==> config.mk <==
export PLATFORM = sky130hd
export DESIGN_NAME = frpg_fault_supervisor
export DESIGN_NICKNAME = d
export VERILOG_FILES = /design/src/logic/frpg_pkg.sv /design/src/logic/frpg_fault_supervisor.sv
export SDC_FILE = /design/constraint.sdc
export NUM_CORES = 1
export LEC_CHECK = 0
export ABC_AREA = 1
export ABC_CLOCK_PERIOD_IN_PS = 8100
export BUFFER_PORTS_ARGS = -buffer_cell sky130_fd_sc_hd__buf_4
export CAP_MARGIN = 20
export CORE_ASPECT_RATIO = 0.6
export CORE_MARGIN = 3
export CORE_UTILIZATION = 45
export DETAILED_ROUTE_END_ITERATION = 8
export GPL_ROUTABILITY_DRIVEN = 1
export SLEW_MARGIN = 40
export SYNTH_ARGS = -nofsm -noshare
export SYNTH_HDL_FRONTEND = slang
export SYNTH_SLANG_ARGS = --single-unit
==> constraint.sdc <==
create_clock -name i_clk_sys -period 8.1 [get_ports i_clk_sys]
set_input_delay 1.215 -clock i_clk_sys [delete_from_list [all_inputs] [get_ports i_clk_sys]]
set_output_delay 1.215 -clock i_clk_sys [all_outputs]
set_load 0.03 [all_outputs]
==> src/logic/frpg_pkg.sv <==
package frpg_pkg;
    // command codes of the register map
    localparam logic [7:0] CODE_LS_OC_FAULT_LIMIT = 8'h46;
    localparam logic [7:0] CODE_OVERTEMPERATURE_FAULT_LIMIT = 8'h4F;
    localparam logic [7:0] CODE_OVERTEMPERATURE_WARNING_LIMIT = 8'h51;
    localparam logic [7:0] CODE_PERCENT_WINDOW = 8'hD7;
    localparam logic [7:0] CODE_RESPONSE_SETTINGS = 8'hE0;
    localparam logic [7:0] CODE_CONVERTER_CONFIG = 8'hE1;
    localparam logic [7:0] CODE_ALERT_MASK = 8'hE2;
    localparam logic [7:0] CODE_FAULT_STATUS = 8'hE3;
    localparam logic [7:0] CODE_SUPERVISOR_STATE = 8'hE4;

    // values after reset
    localparam logic [15:0] LIMIT_RESET = 16'h0000;
    localparam logic [7:0] PERCENT_WINDOW_RESET = 8'h00;
    localparam logic [7:0] RESPONSE_RESET = 8'h56; // ot ignore, oc/ov/uv restart
    localparam logic [15:0] CONFIG_RESET = 16'h0A06; // ramp 10 units, trim 3, latch-on discharge

    // two-bit response encoding and fields of the response register
    localparam logic [1:0] RESP_LATCH = 2'h0;
    localparam logic [1:0] RESP_RESTART = 2'h1;
    localparam logic [1:0] RESP_IGNORE = 2'h2;
    localparam int RESP_OT_LSB = 0;
    localparam int RESP_OC_LSB = 2;
    localparam int RESP_OV_LSB = 4;
    localparam int RESP_UV_LSB = 6;

    // fields of the converter configuration register
    localparam int CFG_DISCHARGE_SEL_BIT = 0;
    localparam int CFG_TRIM_LSB = 1;
    localparam int CFG_RAMP_LSB = 8;

    // detector inputs after the synchroniser
    localparam int DET_W = 14;
    localparam int D_OT_FAULT = 0;
    localparam int D_OT_COOLED = 1;
    localparam int D_OT_WARN = 2;
    localparam int D_BG_OT = 3;
    localparam int D_LS_OC = 4;
    localparam int D_HS_OC = 5;
    localparam int D_LS_OC_WARN = 6;
    localparam int D_OV_FAULT = 7;
    localparam int D_OV_WARN = 8;
    localparam int D_UV_FAULT = 9;
    localparam int D_UV_WARN = 10;
    localparam int D_FB_LOW = 11;
    localparam int D_PREBIAS = 12;
    localparam int D_CONVERTER_CONTROL_INPUT = 13;

    // sticky status bits, also the alert sources
    localparam int STATUS_W = 9;
    localparam int S_OT_FAULT = 0;
    localparam int S_OT_WARN = 1;
    localparam int S_BG_OT = 2;
    localparam int S_OC_FAULT = 3;
    localparam int S_LS_OC_WARN = 4;
    localparam int S_OV_FAULT = 5;
    localparam int S_OV_WARN = 6;
    localparam int S_UV_FAULT = 7;
    localparam int S_UV_WARN = 8;

    // timing
    localparam int CLK_PERIOD_NS = 10;
    localparam int RAMP_UNIT_NS = 100000; // one soft-start ramp unit is 0.1 ms
    localparam int RAMP_UNIT_CYCLES = RAMP_UNIT_NS / CLK_PERIOD_NS;
    localparam logic [1:0] OC_PWM_COUNTS = 2'h3;
    localparam logic [10:0] RETRY_RAMP_MULT = 11'h007;

    typedef enum logic [5:0] {
        ST_IDLE = 6'h01,
        ST_START = 6'h02,
        ST_RUN = 6'h04,
        ST_LATCH = 6'h08,
        ST_RETRY = 6'h10,
        ST_COOL = 6'h20
    } frpg_state_t;
endpackage

==> src/logic/frpg_fault_supervisor.sv <==
module frpg_fault_supervisor #(
    parameter int unsigned RAMP_UNIT_CYCLES = frpg_pkg::RAMP_UNIT_CYCLES
) (
    input wire logic i_clk_sys,
    input wire logic i_reset,
    input wire logic i_converter_control_input,
    input wire logic i_ot_fault_det,
    input wire logic i_ot_cooled_det,
    input wire logic i_ot_warn_det,
    input wire logic i_bandgap_ot_det,
    input wire logic i_ls_oc_det,
    input wire logic i_hs_oc_det,
    input wire logic i_ls_oc_warn_det,
    input wire logic i_ov_fault_det,
    input wire logic i_overvoltage_warning_det,
    input wire logic i_uv_fault_det,
    input wire logic i_uv_warn_det,
    input wire logic i_feedback_sense_low,
    input wire logic i_feedback_sense_prebias,
    input wire logic i_pwm_cycle_tick,
    input wire logic i_cmd_wr,
    input wire logic i_cmd_rd,
    input wire logic [7:0] i_cmd_code,
    input wire logic [15:0] i_cmd_wdata,
    output logic [15:0] o_cmd_rdata,
    output logic o_cmd_rvalid,
    output logic o_pwm_run,
    output logic o_ls_force_on,
    output logic o_soft_start,
    output logic o_power_good_out,
    output logic o_power_good_oe,
    output logic o_smb_alert_out,
    output logic o_smb_alert_oe,
    output logic [1:0] o_high_side_current_trim,
    output logic [15:0] o_low_side_overcurrent_fault_limit,
    output logic [15:0] o_overtemperature_fault_limit,
    output logic [15:0] o_overtemperature_warning_limit,
    output logic [7:0] o_percent_window_limits
);
    // detectors are analog comparators, so every one passes two flops first
    logic [frpg_pkg::DET_W-1:0] det_raw;
    logic [frpg_pkg::DET_W-1:0] det_meta;
    logic [frpg_pkg::DET_W-1:0] det;
    assign det_raw = {i_converter_control_input, i_feedback_sense_prebias, i_feedback_sense_low, i_uv_warn_det,
                      i_uv_fault_det, i_overvoltage_warning_det, i_ov_fault_det, i_ls_oc_warn_det, i_hs_oc_det,
                      i_ls_oc_det, i_bandgap_ot_det, i_ot_warn_det, i_ot_cooled_det, i_ot_fault_det};

    always_ff @(posedge i_clk_sys or posedge i_reset) begin
        if (i_reset) begin
            det_meta <= '0;
            det <= '0;
        end else begin
            det_meta <= det_raw;
            det <= det_meta;
        end
    end

    // register file
    logic [15:0] ls_oc_limit, overtemperature_fault_limit, overtemperature_warning_limit, config_reg;
    logic [7:0] pct_window, response;
    logic [frpg_pkg::STATUS_W-1:0] alert_mask, status;
    logic [15:0] next_ls_oc_limit, next_overtemperature_fault_limit, next_overtemperature_warning_limit, next_config_reg;
    logic [7:0] next_pct_window, next_response;
    logic [frpg_pkg::STATUS_W-1:0] next_alert_mask, next_status, status_set;
    logic [15:0] next_rdata;
    frpg_pkg::frpg_state_t state, next_state;

    logic [1:0] resp_ot, resp_oc, resp_ov, resp_uv;
    logic discharge_sel;
    logic [7:0] ramp_time;
    assign resp_ot = response[frpg_pkg::RESP_OT_LSB +: 2];
    assign resp_oc = response[frpg_pkg::RESP_OC_LSB +: 2];
    assign resp_ov = response[frpg_pkg::RESP_OV_LSB +: 2];
    assign resp_uv = response[frpg_pkg::RESP_UV_LSB +: 2];
    assign discharge_sel = config_reg[frpg_pkg::CFG_DISCHARGE_SEL_BIT];
    assign ramp_time = config_reg[frpg_pkg::CFG_RAMP_LSB +: 8];

    // the overvoltage warning flag also covers a feedback prebias above 5 percent
    logic ov_warn_now;
    assign ov_warn_now = det[frpg_pkg::D_OV_WARN] | det[frpg_pkg::D_PREBIAS];

    // writes by command code; status bits are write-one-to-clear with set winning
    always_comb begin
        next_ls_oc_limit = ls_oc_limit;
        next_overtemperature_fault_limit = overtemperature_fault_limit;
        next_overtemperature_warning_limit = overtemperature_warning_limit;
        next_pct_window = pct_window;
        next_response = response;
        next_config_reg = config_reg;
        next_alert_mask = alert_mask;
        next_status = status;
        if (i_cmd_wr) begin
            if (i_cmd_code == frpg_pkg::CODE_LS_OC_FAULT_LIMIT) begin
                next_ls_oc_limit = i_cmd_wdata;
            end else if (i_cmd_code == frpg_pkg::CODE_OVERTEMPERATURE_FAULT_LIMIT) begin
                next_overtemperature_fault_limit = i_cmd_wdata;
            end else if (i_cmd_code == frpg_pkg::CODE_OVERTEMPERATURE_WARNING_LIMIT) begin
                next_overtemperature_warning_limit = i_cmd_wdata;
            end else if (i_cmd_code == frpg_pkg::CODE_PERCENT_WINDOW) begin
                next_pct_window = i_cmd_wdata[7:0];
            end else if (i_cmd_code == frpg_pkg::CODE_RESPONSE_SETTINGS) begin
                next_response = i_cmd_wdata[7:0];
            end else if (i_cmd_code == frpg_pkg::CODE_CONVERTER_CONFIG) begin
                next_config_reg = i_cmd_wdata;
            end else if (i_cmd_code == frpg_pkg::CODE_ALERT_MASK) begin
                next_alert_mask = i_cmd_wdata[frpg_pkg::STATUS_W-1:0];
            end else if (i_cmd_code == frpg_pkg::CODE_FAULT_STATUS) begin
                next_status = status & ~i_cmd_wdata[frpg_pkg::STATUS_W-1:0];
            end
        end
        next_status = next_status | status_set;
        next_rdata = 16'h0000; // unmapped codes read zero
        if (i_cmd_code == frpg_pkg::CODE_LS_OC_FAULT_LIMIT) begin
            next_rdata = ls_oc_limit;
        end else if (i_cmd_code == frpg_pkg::CODE_OVERTEMPERATURE_FAULT_LIMIT) begin
            next_rdata = overtemperature_fault_limit;
        end else if (i_cmd_code == frpg_pkg::CODE_OVERTEMPERATURE_WARNING_LIMIT) begin
            next_rdata = overtemperature_warning_limit;
        end else if (i_cmd_code == frpg_pkg::CODE_PERCENT_WINDOW) begin
            next_rdata = {8'h00, pct_window};
        end else if (i_cmd_code == frpg_pkg::CODE_RESPONSE_SETTINGS) begin
            next_rdata = {8'h00, response};
        end else if (i_cmd_code == frpg_pkg::CODE_CONVERTER_CONFIG) begin
            next_rdata = config_reg;
        end else if (i_cmd_code == frpg_pkg::CODE_ALERT_MASK) begin
            next_rdata = {7'h00, alert_mask};
        end else if (i_cmd_code == frpg_pkg::CODE_FAULT_STATUS) begin
            next_rdata = {7'h00, status};
        end else if (i_cmd_code == frpg_pkg::CODE_SUPERVISOR_STATE) begin
            next_rdata = {10'h000, state};
        end
        if (!i_cmd_rd) begin
            next_rdata = o_cmd_rdata;
        end
    end

    // fault sequencing state, timers and overcurrent count
    logic [13:0] pre_cnt, next_pre_cnt;
    logic [10:0] unit_cnt, next_unit_cnt, ramp_units, target;
    logic [1:0] oc_cnt, next_oc_cnt;
    // cool_ot marks a stop by the programmable limit, which must wait for the 20 degree cooled flag
    logic ov_hold, next_ov_hold, cool_ot, next_cool_ot;
    logic active, oc_now, oc_trip, timer_done, bg_hot, ot_trip, ov_trip, uv_trip;
    localparam logic [1:0] OC_LAST = frpg_pkg::OC_PWM_COUNTS - 2'h1;
    assign ramp_units = (ramp_time == 8'h00) ? 11'h001 : {3'h0, ramp_time};
    assign target = (state == frpg_pkg::ST_RETRY) ? 11'(ramp_units * frpg_pkg::RETRY_RAMP_MULT) : ramp_units;
    assign timer_done = (unit_cnt >= target);
    assign active = (state == frpg_pkg::ST_START) || (state == frpg_pkg::ST_RUN);
    assign bg_hot = det[frpg_pkg::D_BG_OT];
    assign oc_now = det[frpg_pkg::D_LS_OC] | det[frpg_pkg::D_HS_OC];
    // third consecutive PWM count with overcurrent trips the fault
    assign oc_trip = i_pwm_cycle_tick && oc_now && (oc_cnt == OC_LAST);
    assign ot_trip = det[frpg_pkg::D_OT_FAULT] && (resp_ot != frpg_pkg::RESP_IGNORE);
    assign ov_trip = det[frpg_pkg::D_OV_FAULT] && (resp_ov != frpg_pkg::RESP_IGNORE);
    // undervoltage is blind while the ramp runs
    assign uv_trip = (state == frpg_pkg::ST_RUN) && det[frpg_pkg::D_UV_FAULT]
                     && (resp_uv != frpg_pkg::RESP_IGNORE);

    always_comb begin
        next_state = state;
        next_ov_hold = ov_hold;
        next_cool_ot = cool_ot;
        if (!det[frpg_pkg::D_CONVERTER_CONTROL_INPUT]) begin
            next_state = frpg_pkg::ST_IDLE; // control low is the only way out of a latch
        end else begin
            case (state)
                frpg_pkg::ST_IDLE: next_state = bg_hot ? frpg_pkg::ST_COOL : frpg_pkg::ST_START;
                frpg_pkg::ST_START, frpg_pkg::ST_RUN: begin
                    if (bg_hot) begin
                        next_state = frpg_pkg::ST_COOL;
                    end else if (ot_trip) begin
                        next_cool_ot = 1'b1;
                        next_state = (resp_ot == frpg_pkg::RESP_LATCH) ? frpg_pkg::ST_LATCH : frpg_pkg::ST_COOL;
                    end else if (oc_trip && resp_oc != frpg_pkg::RESP_IGNORE) begin
                        next_state = (resp_oc == frpg_pkg::RESP_LATCH) ? frpg_pkg::ST_LATCH : frpg_pkg::ST_RETRY;
                    end else if (ov_trip) begin
                        next_ov_hold = 1'b1;
                        next_state = (resp_ov == frpg_pkg::RESP_LATCH) ? frpg_pkg::ST_LATCH : frpg_pkg::ST_RETRY;
                    end else if (uv_trip) begin
                        next_state = (resp_uv == frpg_pkg::RESP_LATCH) ? frpg_pkg::ST_LATCH : frpg_pkg::ST_RETRY;
                    end else if (state == frpg_pkg::ST_START && timer_done) begin
                        next_state = frpg_pkg::ST_RUN;
                    end
                end
                frpg_pkg::ST_LATCH: next_state = frpg_pkg::ST_LATCH;
                frpg_pkg::ST_RETRY: begin
                    if (bg_hot) begin
                        next_state = frpg_pkg::ST_COOL;
                    end else if (timer_done) begin
                        next_state = frpg_pkg::ST_START;
                    end
                end
                frpg_pkg::ST_COOL: begin
                    // 20 degree hysteresis is flagged by the cooled detector
                    if (!bg_hot && (!cool_ot || det[frpg_pkg::D_OT_COOLED])) begin
                        next_state = frpg_pkg::ST_START;
                    end
                end
                default: next_state = frpg_pkg::ST_IDLE;
            endcase
        end
        if (next_state == frpg_pkg::ST_START || next_state == frpg_pkg::ST_IDLE) begin
            next_ov_hold = 1'b0;
            next_cool_ot = 1'b0;
        end
        // timers restart on every state change
        next_pre_cnt = 14'h0000;
        next_unit_cnt = 11'h000;
        if (next_state == state) begin
            next_pre_cnt = pre_cnt + 14'h0001;
            next_unit_cnt = unit_cnt;
            if (pre_cnt == 14'(RAMP_UNIT_CYCLES - 1)) begin
                next_pre_cnt = 14'h0000;
                next_unit_cnt = timer_done ? unit_cnt : unit_cnt + 11'h001;
            end
        end
        next_oc_cnt = oc_cnt;
        if (!active) begin
            next_oc_cnt = 2'h0;
        end else if (i_pwm_cycle_tick) begin
            next_oc_cnt = !oc_now ? 2'h0 : (oc_cnt == OC_LAST) ? oc_cnt : oc_cnt + 2'h1;
        end
    end

    // sticky events that feed the alert
    always_comb begin
        status_set = '0;
        status_set[frpg_pkg::S_OT_FAULT] = det[frpg_pkg::D_OT_FAULT];
        status_set[frpg_pkg::S_OT_WARN] = det[frpg_pkg::D_OT_WARN];
        status_set[frpg_pkg::S_BG_OT] = bg_hot;
        status_set[frpg_pkg::S_OC_FAULT] = oc_trip;
        status_set[frpg_pkg::S_LS_OC_WARN] = det[frpg_pkg::D_LS_OC_WARN];
        status_set[frpg_pkg::S_OV_FAULT] = det[frpg_pkg::D_OV_FAULT];
        status_set[frpg_pkg::S_OV_WARN] = ov_warn_now;
        status_set[frpg_pkg::S_UV_FAULT] = (state == frpg_pkg::ST_RUN) && det[frpg_pkg::D_UV_FAULT];
        status_set[frpg_pkg::S_UV_WARN] = (state == frpg_pkg::ST_RUN) && det[frpg_pkg::D_UV_WARN];
    end

    // outputs are computed from the next values so that every pin leaves a flop
    logic next_pwm_run, next_ls_force, next_pg_low, next_alert, pg_pull;
    always_comb begin
        // warnings never touch the switches; they pull power good (OT and LS OC ones unless set to ignore) and, through status bits, act on the alert
        pg_pull = ov_warn_now || det[frpg_pkg::D_UV_WARN] || det[frpg_pkg::D_OV_FAULT]
                  || det[frpg_pkg::D_UV_FAULT] || bg_hot || ot_trip
                  || (det[frpg_pkg::D_OT_WARN] && resp_ot != frpg_pkg::RESP_IGNORE)
                  || (det[frpg_pkg::D_LS_OC_WARN] && resp_oc != frpg_pkg::RESP_IGNORE);
        next_pg_low = (next_state != frpg_pkg::ST_RUN) || pg_pull;
        next_pwm_run = ((next_state == frpg_pkg::ST_START) || (next_state == frpg_pkg::ST_RUN))
                       && !next_ov_hold;
        // discharge either latches on or stops once feedback is below 0.2 V
        next_ls_force = next_ov_hold && !bg_hot
                        && (!discharge_sel || !det[frpg_pkg::D_FB_LOW]);
        next_alert = |(next_status & ~next_alert_mask);
    end

    always_ff @(posedge i_clk_sys or posedge i_reset) begin
        if (i_reset) begin
            ls_oc_limit <= frpg_pkg::LIMIT_RESET;
            overtemperature_fault_limit <= frpg_pkg::LIMIT_RESET;
            overtemperature_warning_limit <= frpg_pkg::LIMIT_RESET;
            pct_window <= frpg_pkg::PERCENT_WINDOW_RESET;
            response <= frpg_pkg::RESPONSE_RESET;
            config_reg <= frpg_pkg::CONFIG_RESET;
            alert_mask <= '0;
            status <= '0;
            o_cmd_rdata <= 16'h0000;
            o_cmd_rvalid <= 1'b0;
            state <= frpg_pkg::ST_IDLE;
            pre_cnt <= 14'h0000;
            unit_cnt <= 11'h000;
            oc_cnt <= 2'h0;
            ov_hold <= 1'b0;
            cool_ot <= 1'b0;
            o_pwm_run <= 1'b0;
            o_ls_force_on <= 1'b0;
            o_soft_start <= 1'b0;
            o_power_good_out <= 1'b0;
            o_power_good_oe <= 1'b1;
            o_smb_alert_out <= 1'b0;
            o_smb_alert_oe <= 1'b0;
            o_high_side_current_trim <= 2'h0;
            o_low_side_overcurrent_fault_limit <= frpg_pkg::LIMIT_RESET;
            o_overtemperature_fault_limit <= frpg_pkg::LIMIT_RESET;
            o_overtemperature_warning_limit <= frpg_pkg::LIMIT_RESET;
            o_percent_window_limits <= frpg_pkg::PERCENT_WINDOW_RESET;
        end else begin
            ls_oc_limit <= next_ls_oc_limit;
            overtemperature_fault_limit <= next_overtemperature_fault_limit;
            overtemperature_warning_limit <= next_overtemperature_warning_limit;
            pct_window <= next_pct_window;
            response <= next_response;
            config_reg <= next_config_reg;
            alert_mask <= next_alert_mask;
            status <= next_status;
            o_cmd_rdata <= next_rdata;
            o_cmd_rvalid <= i_cmd_rd;
            state <= next_state;
            pre_cnt <= next_pre_cnt;
            unit_cnt <= next_unit_cnt;
            oc_cnt <= next_oc_cnt;
            ov_hold <= next_ov_hold;
            cool_ot <= next_cool_ot;
            o_pwm_run <= next_pwm_run;
            o_ls_force_on <= next_ls_force;
            o_soft_start <= (next_state == frpg_pkg::ST_START);
            o_power_good_out <= 1'b0;
            o_power_good_oe <= next_pg_low;
            o_smb_alert_out <= 1'b0;
            o_smb_alert_oe <= next_alert;
            o_high_side_current_trim <= next_config_reg[frpg_pkg::CFG_TRIM_LSB +: 2];
            o_low_side_overcurrent_fault_limit <= next_ls_oc_limit;
            o_overtemperature_fault_limit <= next_overtemperature_fault_limit;
            o_overtemperature_warning_limit <= next_overtemperature_warning_limit;
            o_percent_window_limits <= next_pct_window;
        end
    end

    a_pg_startup_low: assert property (@(posedge i_clk_sys) disable iff (i_reset)
        (state != frpg_pkg::ST_RUN) |-> o_power_good_oe)
        else $error("power good released outside run");
    a_pg_window_low: assert property (@(posedge i_clk_sys) disable iff (i_reset)
        (det[frpg_pkg::D_UV_WARN] || ov_warn_now) |=> o_power_good_oe)
        else $error("power good released outside window");
    a_bandgap_off: assert property (@(posedge i_clk_sys) disable iff (i_reset)
        bg_hot |=> !o_pwm_run && !o_ls_force_on && state != frpg_pkg::ST_RUN)
        else $error("switches active during bandgap overtemperature");
    a_ot_latch_off: assert property (@(posedge i_clk_sys) disable iff (i_reset)
        (active && !bg_hot && ot_trip && resp_ot == frpg_pkg::RESP_LATCH && det[frpg_pkg::D_CONVERTER_CONTROL_INPUT])
        |=> state == frpg_pkg::ST_LATCH)
        else $error("overtemperature latch-off missed");
    a_oc_three_counts: assert property (@(posedge i_clk_sys) disable iff (i_reset)
        (active && !bg_hot && !ot_trip && det[frpg_pkg::D_CONVERTER_CONTROL_INPUT] && oc_trip && resp_oc != frpg_pkg::RESP_IGNORE)
        |=> !o_pwm_run && state inside {frpg_pkg::ST_LATCH, frpg_pkg::ST_RETRY})
        else $error("overcurrent trip did not stop the switches");
    a_uv_ramp_blind: assert property (@(posedge i_clk_sys) disable iff (i_reset)
        (state == frpg_pkg::ST_START && !bg_hot && !ot_trip && !oc_trip && !ov_trip && det[frpg_pkg::D_CONVERTER_CONTROL_INPUT])
        |=> state inside {frpg_pkg::ST_START, frpg_pkg::ST_RUN})
        else $error("undervoltage acted on during ramp");
    a_alert_mask: assert property (@(posedge i_clk_sys) disable iff (i_reset)
        o_smb_alert_oe == |(status & ~alert_mask))
        else $error("alert does not follow unmasked status");
    a_ot_default: assert property (@(posedge i_clk_sys) disable iff (i_reset)
        $fell(i_reset) |-> resp_ot == frpg_pkg::RESP_IGNORE)
        else $error("overtemperature response not ignore after reset");
    a_ov_discharge: assert property (@(posedge i_clk_sys) disable iff (i_reset)
        (active && !bg_hot && !ot_trip && !oc_trip && ov_trip && det[frpg_pkg::D_CONVERTER_CONTROL_INPUT] && !discharge_sel)
        |=> o_ls_force_on && !o_pwm_run)
        else $error("overvoltage discharge not applied");
endmodule

==> results of run 1 <==
==> report_power, final <==
group / total (mW) / leakage, nW / internal, mW / switching (mW)
logic: 0.259 / 2.71 / 0.0831 / 0.176
clock network: 0.791 / 0.273 / 0.413 / 0.378
registers: 0.999 / 2.41 / 0.966 / 0.0325
total: 2.05 / 5.39 / 1.46 / 0.586
==> area by class of cell <==
class,count,area (um^2)
Clock inverter,12,91.3
Timing Repair Buffer,125,942
Inverter,137,527
Clock buffer,20,457
Tap cell,266,333
Fill cell,1825,8600
Sequential cell,185,4640
Multi-Input combinational cell,749,3870
==> cell usage after synthesis (4+ instances only) <==
master / n
nor3_1: 16
nor2_2: 26
ha_1: 29
nor2_1: 73
o22ai_1: 7
dfstp_2: 10
a21oi_1: 25
xor2_1: 14
nand4_1: 17
inv_1: 131
a221oi_1: 11
o21ai_0: 138
o21bai_1: 5
xnor2_1: 5
nand3_1: 47
dfrtp_1: 175
nand2_1: 297
clkbuf_1: 20
fa_1: 4
==> metrics by stage <==
stage               util (%)  hold slack, ns  instances  setup WS [ns]  total power [mW]
floorplan                  -           0.331       1099           1.87              1.19
global placement        52.9           0.332       1462           2.50              1.27
detailed placement      53.0           0.335       1462           2.21              1.28
CTS                     55.8           0.341       1494           2.17              2.07
global route            55.8           0.353       1494           1.44              2.15
finish                  55.8           0.341       1494           2.19              2.05
==> per-layer routing <==
metal	vias to the layer above	part of all wire, %	GRT usage, %	routed length [um]
met4	0	0.77	5.91	181
met5	-	0	0	0
met1	3639	52	35.5	12300
met3	16	6.6	4.44	1560
met2	251	41	29.8	9580
li1	3794	-	-	-
==> worst paths after layout <==
check / cells after the start / to / slack [ns] / startpoint
max: 33 / unit_cnt[8]$_DFFE_PP0P_ / 2.19 / config_reg[11]$_DFFE_PP1P_
min in group asynchronous: 2 / det_meta[5]$_DFF_PP0_ / 0.84 / i_reset
max in group asynchronous: 3 / ls_oc_limit[10]$_DFFE_PP0P_ / 6.17 / i_reset
min: 0 / det[13]$_DFF_PP0_ / 0.34 / det_meta[13]$_DFF_PP0_
min reg2reg: 0 / det[13]$_DFF_PP0_ / 0.34 / det_meta[13]$_DFF_PP0_
max reg2reg: 33 / unit_cnt[8]$_DFFE_PP0P_ / 2.19 / config_reg[11]$_DFFE_PP1P_
==> worst max-delay path: cells and delay by family, from the launching register on <==
family	cells	cell delay, ns
AOI/OAI and AO/OA	5	1.03
adders and majority gates	4	1.29
DFF	1	0.56
and+or+nand+nor	19	2.53
buffers and inverters	5	0.40
==> logic make-up after synthesis <==
group                      Yosys count  synth area share [%]
and+or+nand+nor                    498                  23.6
AOI/OAI and AO/OA                  197                  11.9
adders and majority gates           33                  4.84
DFF                                185                  50.8
other                                1                0.0410
buffers and inverters              165                  7.09
xor gates and xnor gates            19                  1.82
==> results.toml, run 1 <==
[route]
routed_wl_um = 23600
vias = 7700
firstDrtPassIters = 5
first_iter_violations = 600
via_per_inst = 5.15
drc = 0
wl_per_cell_um = 15.8
drtAntennaViolNets = 0

[die]
ios = 125
die_x_um = 190
die_y_um = 116
die-area_um2 = 22100
initial_core_util_pct = 47.0
core_um2 = 19500
num_rows = 39

[timing]
fin_skew_ns = 0.00839
setup_violations = 0
maxSlewViolCount = 0
hold_violations = 0
worst_pin_slew_ns = 0.731
slew_headroom_pct = 51.2
fin_crit_sh_pct = 73.0
rsz0062_at_grt = "false"
timing.final.crit_period_ns = 5.91
finalSetupTns_ns = 0
max_freq_mhz = 169

[synthesis]
ys_async_sr_fraction_pct = 100
synth_top_area_cell = "dfrtp_1"
ys_seq_elements = 185
synth_edf_count = 0
synth_ff_type = "dfrtp_1"
syn_avg_cell_area_um2 = 8.33
synth.area.top_cells = "dfrtp_1 48%, nand2_1 12%, o21ai_0 7.6%, inv_1 5.4%, ha_1 4.0%"
synthDistinctLibCells = 45
synth_top_area_share_pct = 47.9
yosysSeqAreaShare_pct = 50.8
netlist_area_um2 = 9150
synthesis.instances = 1098
synth_warnings = 0

[placement]
dp_hpwl_um = 17500
portBuffers = 122
placed_cell_area_um2 = 10300
routabilityCongestion = 0.876

[critical_path]
critPathArrivalTime_ns = 6.26
start_kind = "register"
required_ns = 8.45
cp-end-kind = "register"
critPathMaxStageDelay_ns = 0.58
cpMostUsedCell = "nand2_1"
crit_fanout = 25
crit_type = "register to register"
cp_slowest_cell = "nand3_2"

[clock_tree]
cts_tree = "built"
clockBufferDepth = 2
cts_setup_buffers = 0
cts.sinks = 185
clkTransAtPathRegs_ns = 0.07
insertion_delay_ns = 0.44
ctsHoldBuffers = 0
htreeDepth = 4
numCtsBuffers = 17
cts_resized = 0
cts-root-buf = "clkbuf_16"

[grt]
grt_pass1_vias = 6953
grt_max_degree = 111
antenna_found_initial = 0
grt_usage_pct = 22.1
grt_pass1_wl_um = 38200
grt_remaining_overflow = 0

[cells_and_area]
final_cell_mix = "293 x nand2_1, 175 x dfrtp_1, 138 x o21ai_0"
fin_nets = 1291
layout_commonest_cell = "nand2_1"
fin_area_um2 = 10900
drive_gt1_share_pct = 17.6
n_antenna_cell = 0
syn_to_final_growth_pct = 18.8

[power]
ir_worst_vdd_uv = 150
power.density_nw_per_um2 = 189
p_leak_nw = 5.39

[status]
outcome = "finished clean"

[job]
maxCapViolations = 0

[hold_path]
hold_path.class = "register to register"
No activity file was read; power rests on OpenSTA's default activity.
==> run 2: changes to the inputs <==
Settings changed: ABC_CLOCK_PERIOD_IN_PS 8100 to 6100.
Clock period 8.1 ns to 6.1 ns, I/O delays scaled along.
==> run 2 against run 1 <==
Die area stayed put. Count of clock-buffer cells in the layout is 6 higher. First-iteration DRC count is 0.17% higher. Critical path type unchanged. Sequential power is 33% higher. Fmax up 8.7%. Non-clock buffer count rose by 1. Largest power group unchanged. Global-route usage shrank 0.17 points. Combinational power up 36%. Via count fell by 0.97%. Highest routed layer unchanged. Clock skew rose by 0.0012 ns. Clock power rose by 42%. Critical path depth up 1.
==> results.toml, run 2 (synthesized netlist as in run 1, its figures left out) <==
[critical_path]
crit_path_start = "config_reg[11]$_DFFE_PP1P_"
crit_type = "register to register"
path_delay_family = "simple AND/OR/NAND/NOR gates"
critPathMaxStageDelay_ns = 0.54
start_kind = "register"
r2r_cells = 34
required_ns = 6.47
critPathArrivalTime_ns = 5.80
crit_fanout = 25
cpMostUsedCell = "nand2_1"
rr_startpoint = "config_reg[11]$_DFFE_PP1P_"
path_buf_inv = 7
cp_slowest_cell = "dfstp_2"
cp-end-kind = "register"
cp_num_cells = 34

[placement]
dp_hpwl_um = 17500
dpl_worst_slack_ns = 0.587
routabilityCongestion = 0.868
placed_cell_area_um2 = 10300
portBuffers = 122

[grt]
grt_max_degree = 138
grt_usage_pct = 21.9
grt_pass1_wl_um = 37900
grt_remaining_overflow = 0
antenna_found_initial = 0
grt_pass1_vias = 6987

[route]
wl_per_cell_um = 15.8
first_iter_violations = 601
via_per_inst = 5.10
firstDrtPassIters = 6
vias = 7625
routed_wl_um = 23600
drtAntennaViolNets = 0
drc = 0

[timing]
worst_pin_slew_ns = 0.752
setup_violations = 0
rsz0062_at_grt = "false"
fin_crit_sh_pct = 89.1
fin_hold_ws_ns = 0.348
finalSetupTns_ns = 0
maxSlewViolCount = 0
slew_headroom_pct = 49.8
finalWorstSetupSlack_ns = 0.663
timing.final.crit_period_ns = 5.44
fin_skew_ns = 0.00964
hold_violations = 0
max_freq_mhz = 184

[cells_and_area]
syn_to_final_growth_pct = 19.3
fin_nets = 1292
final_cell_mix = "293 x nand2_1, 175 x dfrtp_1, 138 x o21ai_0"
nFillCells = 1817
fin_area_um2 = 10900
drive_gt1_share_pct = 17.3
layout_commonest_cell = "nand2_1"
multi_input_area_um2 = 3880
seq_area_um2 = 4640
n_antenna_cell = 0

[die]
num_rows = 39
core_um2 = 19500
initial_core_util_pct = 47.0
ios = 125
die_y_um = 116
die_x_um = 190
die-area_um2 = 22100

[clock_tree]
numCtsBuffers = 17
cts.sinks = 185
clockBufferDepth = 2
cts-root-buf = "clkbuf_16"
insertion_delay_ns = 0.44
clkTransAtPathRegs_ns = 0.07
htreeDepth = 4
cts_tree = "built"
ctsHoldBuffers = 0

[hold_path]
hold_path.class = "register to register"
min_from = "det_meta[5]$_DFF_PP0_"
hold_path_depth = 0

[power]
power_mw = 2.80
power.density_nw_per_um2 = 256
p_leak_nw = 5.40
ir_worst_vdd_uv = 201

[job]
maxCapViolations = 0

[status]
outcome = "finished clean"
==> run 2: worst reg2reg max path: cells and delay by family, from the launching register on <==
kind,cells,cell delay [ns]
and+or+nand+nor,17,1.61
adders and majority gates,4,1.31
AOI/OAI and AO/OA,6,1.29
buffers and inverters,7,0.62
DFF,1,0.54
==> run 2: repair_timing <==
item,CTS,global route
gates resized for setup,0,2
endpoints found under the setup margin,0,25
hold endpoints to repair,0,0
setup buffers,0,0
==> run 2: final timing paths <==
path,to,slack [ns]
setup / recovery,unit_cnt[7]$_DFFE_PP0P_,0.66
hold / removal,det[5]$_DFF_PP0_,0.35
setup reg to reg,unit_cnt[7]$_DFFE_PP0P_,0.66
hold reg to reg,det[5]$_DFF_PP0_,0.35
max in group asynchronous,pre_cnt[7]$_DFF_PP0_,4.46
min in group asynchronous,det_meta[4]$_DFF_PP0_,0.55
==> run 2: metrics by stage <==
stage / instances / util (%)
after floorplan: 1099 / -
after global placement: 1463 / 52.9
after detailed placement: 1463 / 53.0
after CTS: 1495 / 56.0
after global routing: 1495 / 56.0
final: 1495 / 56.0
==> run 2: where the power goes <==
part	switching, mW	total [mW]	internal [mW]
combinational	0.237	0.352	0.116
clock	0.478	1.12	0.639
sequential	0.0438	1.33	1.28
total	0.758	2.80	2.04
==> run 2: routing by layer <==
metal  wire length [um]  global-route usage, %  up-vias  part of all wire, %
met5                  0                      0        -                    0
met4                184                   4.77        0                 0.78
met3               1360                   4.50       15                  5.7
met2               9360                   29.7      222                   40
met1              12700                   35.5     3594                   54
li1                   -                      -     3794                    -
==> run 2: final cells by class <==
class,count,area share [%]
Inverter,137,4.83
Clock buffer,26,4.48
Sequential cell,185,42.6
Multi-Input combinational cell,749,35.5
Timing Repair Buffer,126,8.71
Clock inverter,6,0.826
Tap cell,266,3.05
==> run 3: changes to the inputs <==
Settings changed: CORE_UTILIZATION 45 to 58, PLACE_DENSITY set to 0.8.
==> run 3 against run 2 <==
Critical path depth grew 1. Critical endpoint is now unit_cnt[9]$_DFFE_PP0P_. Fmax increased by 1.3%. Clock power barely moved.
==> results.toml, run 3 (synthesized netlist as in run 1, its figures left out) <==
[status]
outcome = "finished clean"

[hold_path]
hold_path.class = "register to register"
min_to = "det[6]$_DFF_PP0_"
hold_path_depth = 0
min_from = "det_meta[6]$_DFF_PP0_"

[die]
ios = 125
die_x_um = 168
core_um2 = 14900
num_rows = 34
die_y_um = 103
die-area_um2 = 17400
initial_core_util_pct = 61.3

[critical_path]
required_ns = 6.41
crit_fanout = 25
critPathArrivalTime_ns = 5.68
reg2reg_slack_ns = 0.73
rr_startpoint = "config_reg[11]$_DFFE_PP1P_"
timing.rr.end = "unit_cnt[9]$_DFFE_PP0P_"
r2r_cells = 35
crit_type = "register to register"
cp_slowest_cell = "dfstp_2"
cpMostUsedCell = "nand2_1"
start_kind = "register"
path_delay_family = "simple AND/OR/NAND/NOR gates"
path_buf_inv = 6
critPathMaxStageDelay_ns = 0.55
cp-end-kind = "register"

[route]
via_per_inst = 5.57
first_iter_violations = 953
routed_wl_um = 23100
wl_per_cell_um = 16.2
firstDrtPassIters = 6
vias = 7946
drtAntennaViolNets = 0
drc = 0

[clock_tree]
cts-root-buf = "clkbuf_16"
clockBufferDepth = 2
numCtsBuffers = 17
htreeDepth = 4
cts_tree = "built"
clkTransAtPathRegs_ns = 0.07
cts.sinks = 185
ctsHoldBuffers = 0
insertion_delay_ns = 0.43

[timing]
max_freq_mhz = 186
worst_pin_slew_ns = 0.855
timing.final.crit_period_ns = 5.37
fin_crit_sh_pct = 88.0
finalSetupTns_ns = 0
setup_violations = 0
maxSlewViolCount = 0
rsz0062_at_grt = "false"
fin_skew_ns = 0.0153
slew_headroom_pct = 42.6
hold_violations = 0

[placement]
portBuffers = 122
routabilityCongestion = 0.909
placed_cells_incl_taps = 1395
dp_hpwl_um = 16600
placed_cell_area_um2 = 10200

[cells_and_area]
drive_gt1_share_pct = 17.8
nFillCells = 1174
layout_commonest_cell = "nand2_1"
final_cell_mix = "293 x nand2_1, 175 x dfrtp_1, 137 x o21ai_0"
n_antenna_cell = 0
fin_cells = 1427
fin_area_um2 = 10800
fin_nets = 1292
syn_to_final_growth_pct = 18.6

[grt]
grt_pass1_wl_um = 37900
antenna_found_initial = 0
grt_pass1_vias = 7516
grt_usage_pct = 27.2
grt_max_degree = 68
grt_remaining_overflow = 0

[power]
ir_worst_vdd_uv = 163
p_leak_nw = 5.42
power.density_nw_per_um2 = 260

[job]
maxCapViolations = 0
run 3: changes by cell type in the layout (fill, tap and decap cells not counted), sizes merged:
cell    before  now
bufinv       2    1
inv        135  140
clkinv       5    8
clkbuf      26   19
run 3: through the flow:
stage          power (mW)  hold WS, ns  setup slack, ns  util (%)
3_5_place_dp         1.69        0.335            0.656      68.5
5_1_grt              2.93        0.358           0.0686      72.6
2_1_floorplan        1.58        0.331            0.173         -
3_3_place_gp         1.69        0.333            0.866      68.4
6_report             2.82        0.349            0.732      72.6
4_1_cts              2.82        0.351            0.555      72.5
run 3: timing repair:
item / 4_1_cts / 5_1_grt
setup endpoints to repair: 0 / 25
buffers inserted: 0 / 0
resized for setup: 0 / 3
run 3: worst register-to-register path: cells and delay by family (launching register included):
family,cells,cell delay [ns]
AOI/OAI and AO/OA,5,0.90
adders and majority gates,4,1.28
buffers and inverters,6,0.69
DFF,1,0.55
and+or+nand+nor,20,1.79
run 3: layer usage:
metal / share of wire [%] / routed length (um) / global-route usage [%]
met1: 47 / 10900 / 42.2
met3: 8.0 / 1840 / 5.09
met2: 44 / 10100 / 40.3
met5: 0 / 0 / 0
met4: 1.1 / 249 / 6.16
run 3: power by group:
group	internal, mW	switching (mW)
combinational	0.116	0.238
clock	0.608	0.534
sequential	1.28	0.0435
total	2.01	0.816
run 3: cell type report:
class	count	area (um^2)	share of cell area (%)
well taps	198	248	2.28
clock buffers	19	453	4.18
flip-flops and latches	185	4640	42.8
repair buffers	126	957	8.82
clock inverters	13	154	1.42
multi-input cells	749	3870	35.7
inverters	137	519	4.79
run 3: worst max path at each step:
stage,slack (ns),cells after the start,endpoint,from
CTS,0.56,35,unit_cnt[9]$_DFFE_PP0P_,config_reg[11]$_DFFE_PP1P_
global route,0.07,35,unit_cnt[9]$_DFFE_PP0P_,config_reg[11]$_DFFE_PP1P_
floorplan,0.17,1,alert_mask[0]$_DFF_PP0_,i_reset
global placement,0.87,35,unit_cnt[6]$_DFFE_PP0P_,config_reg[11]$_DFFE_PP1P_
detailed placement,0.66,35,unit_cnt[9]$_DFFE_PP0P_,config_reg[11]$_DFFE_PP1P_
finish,0.73,35,unit_cnt[9]$_DFFE_PP0P_,config_reg[11]$_DFFE_PP1P_
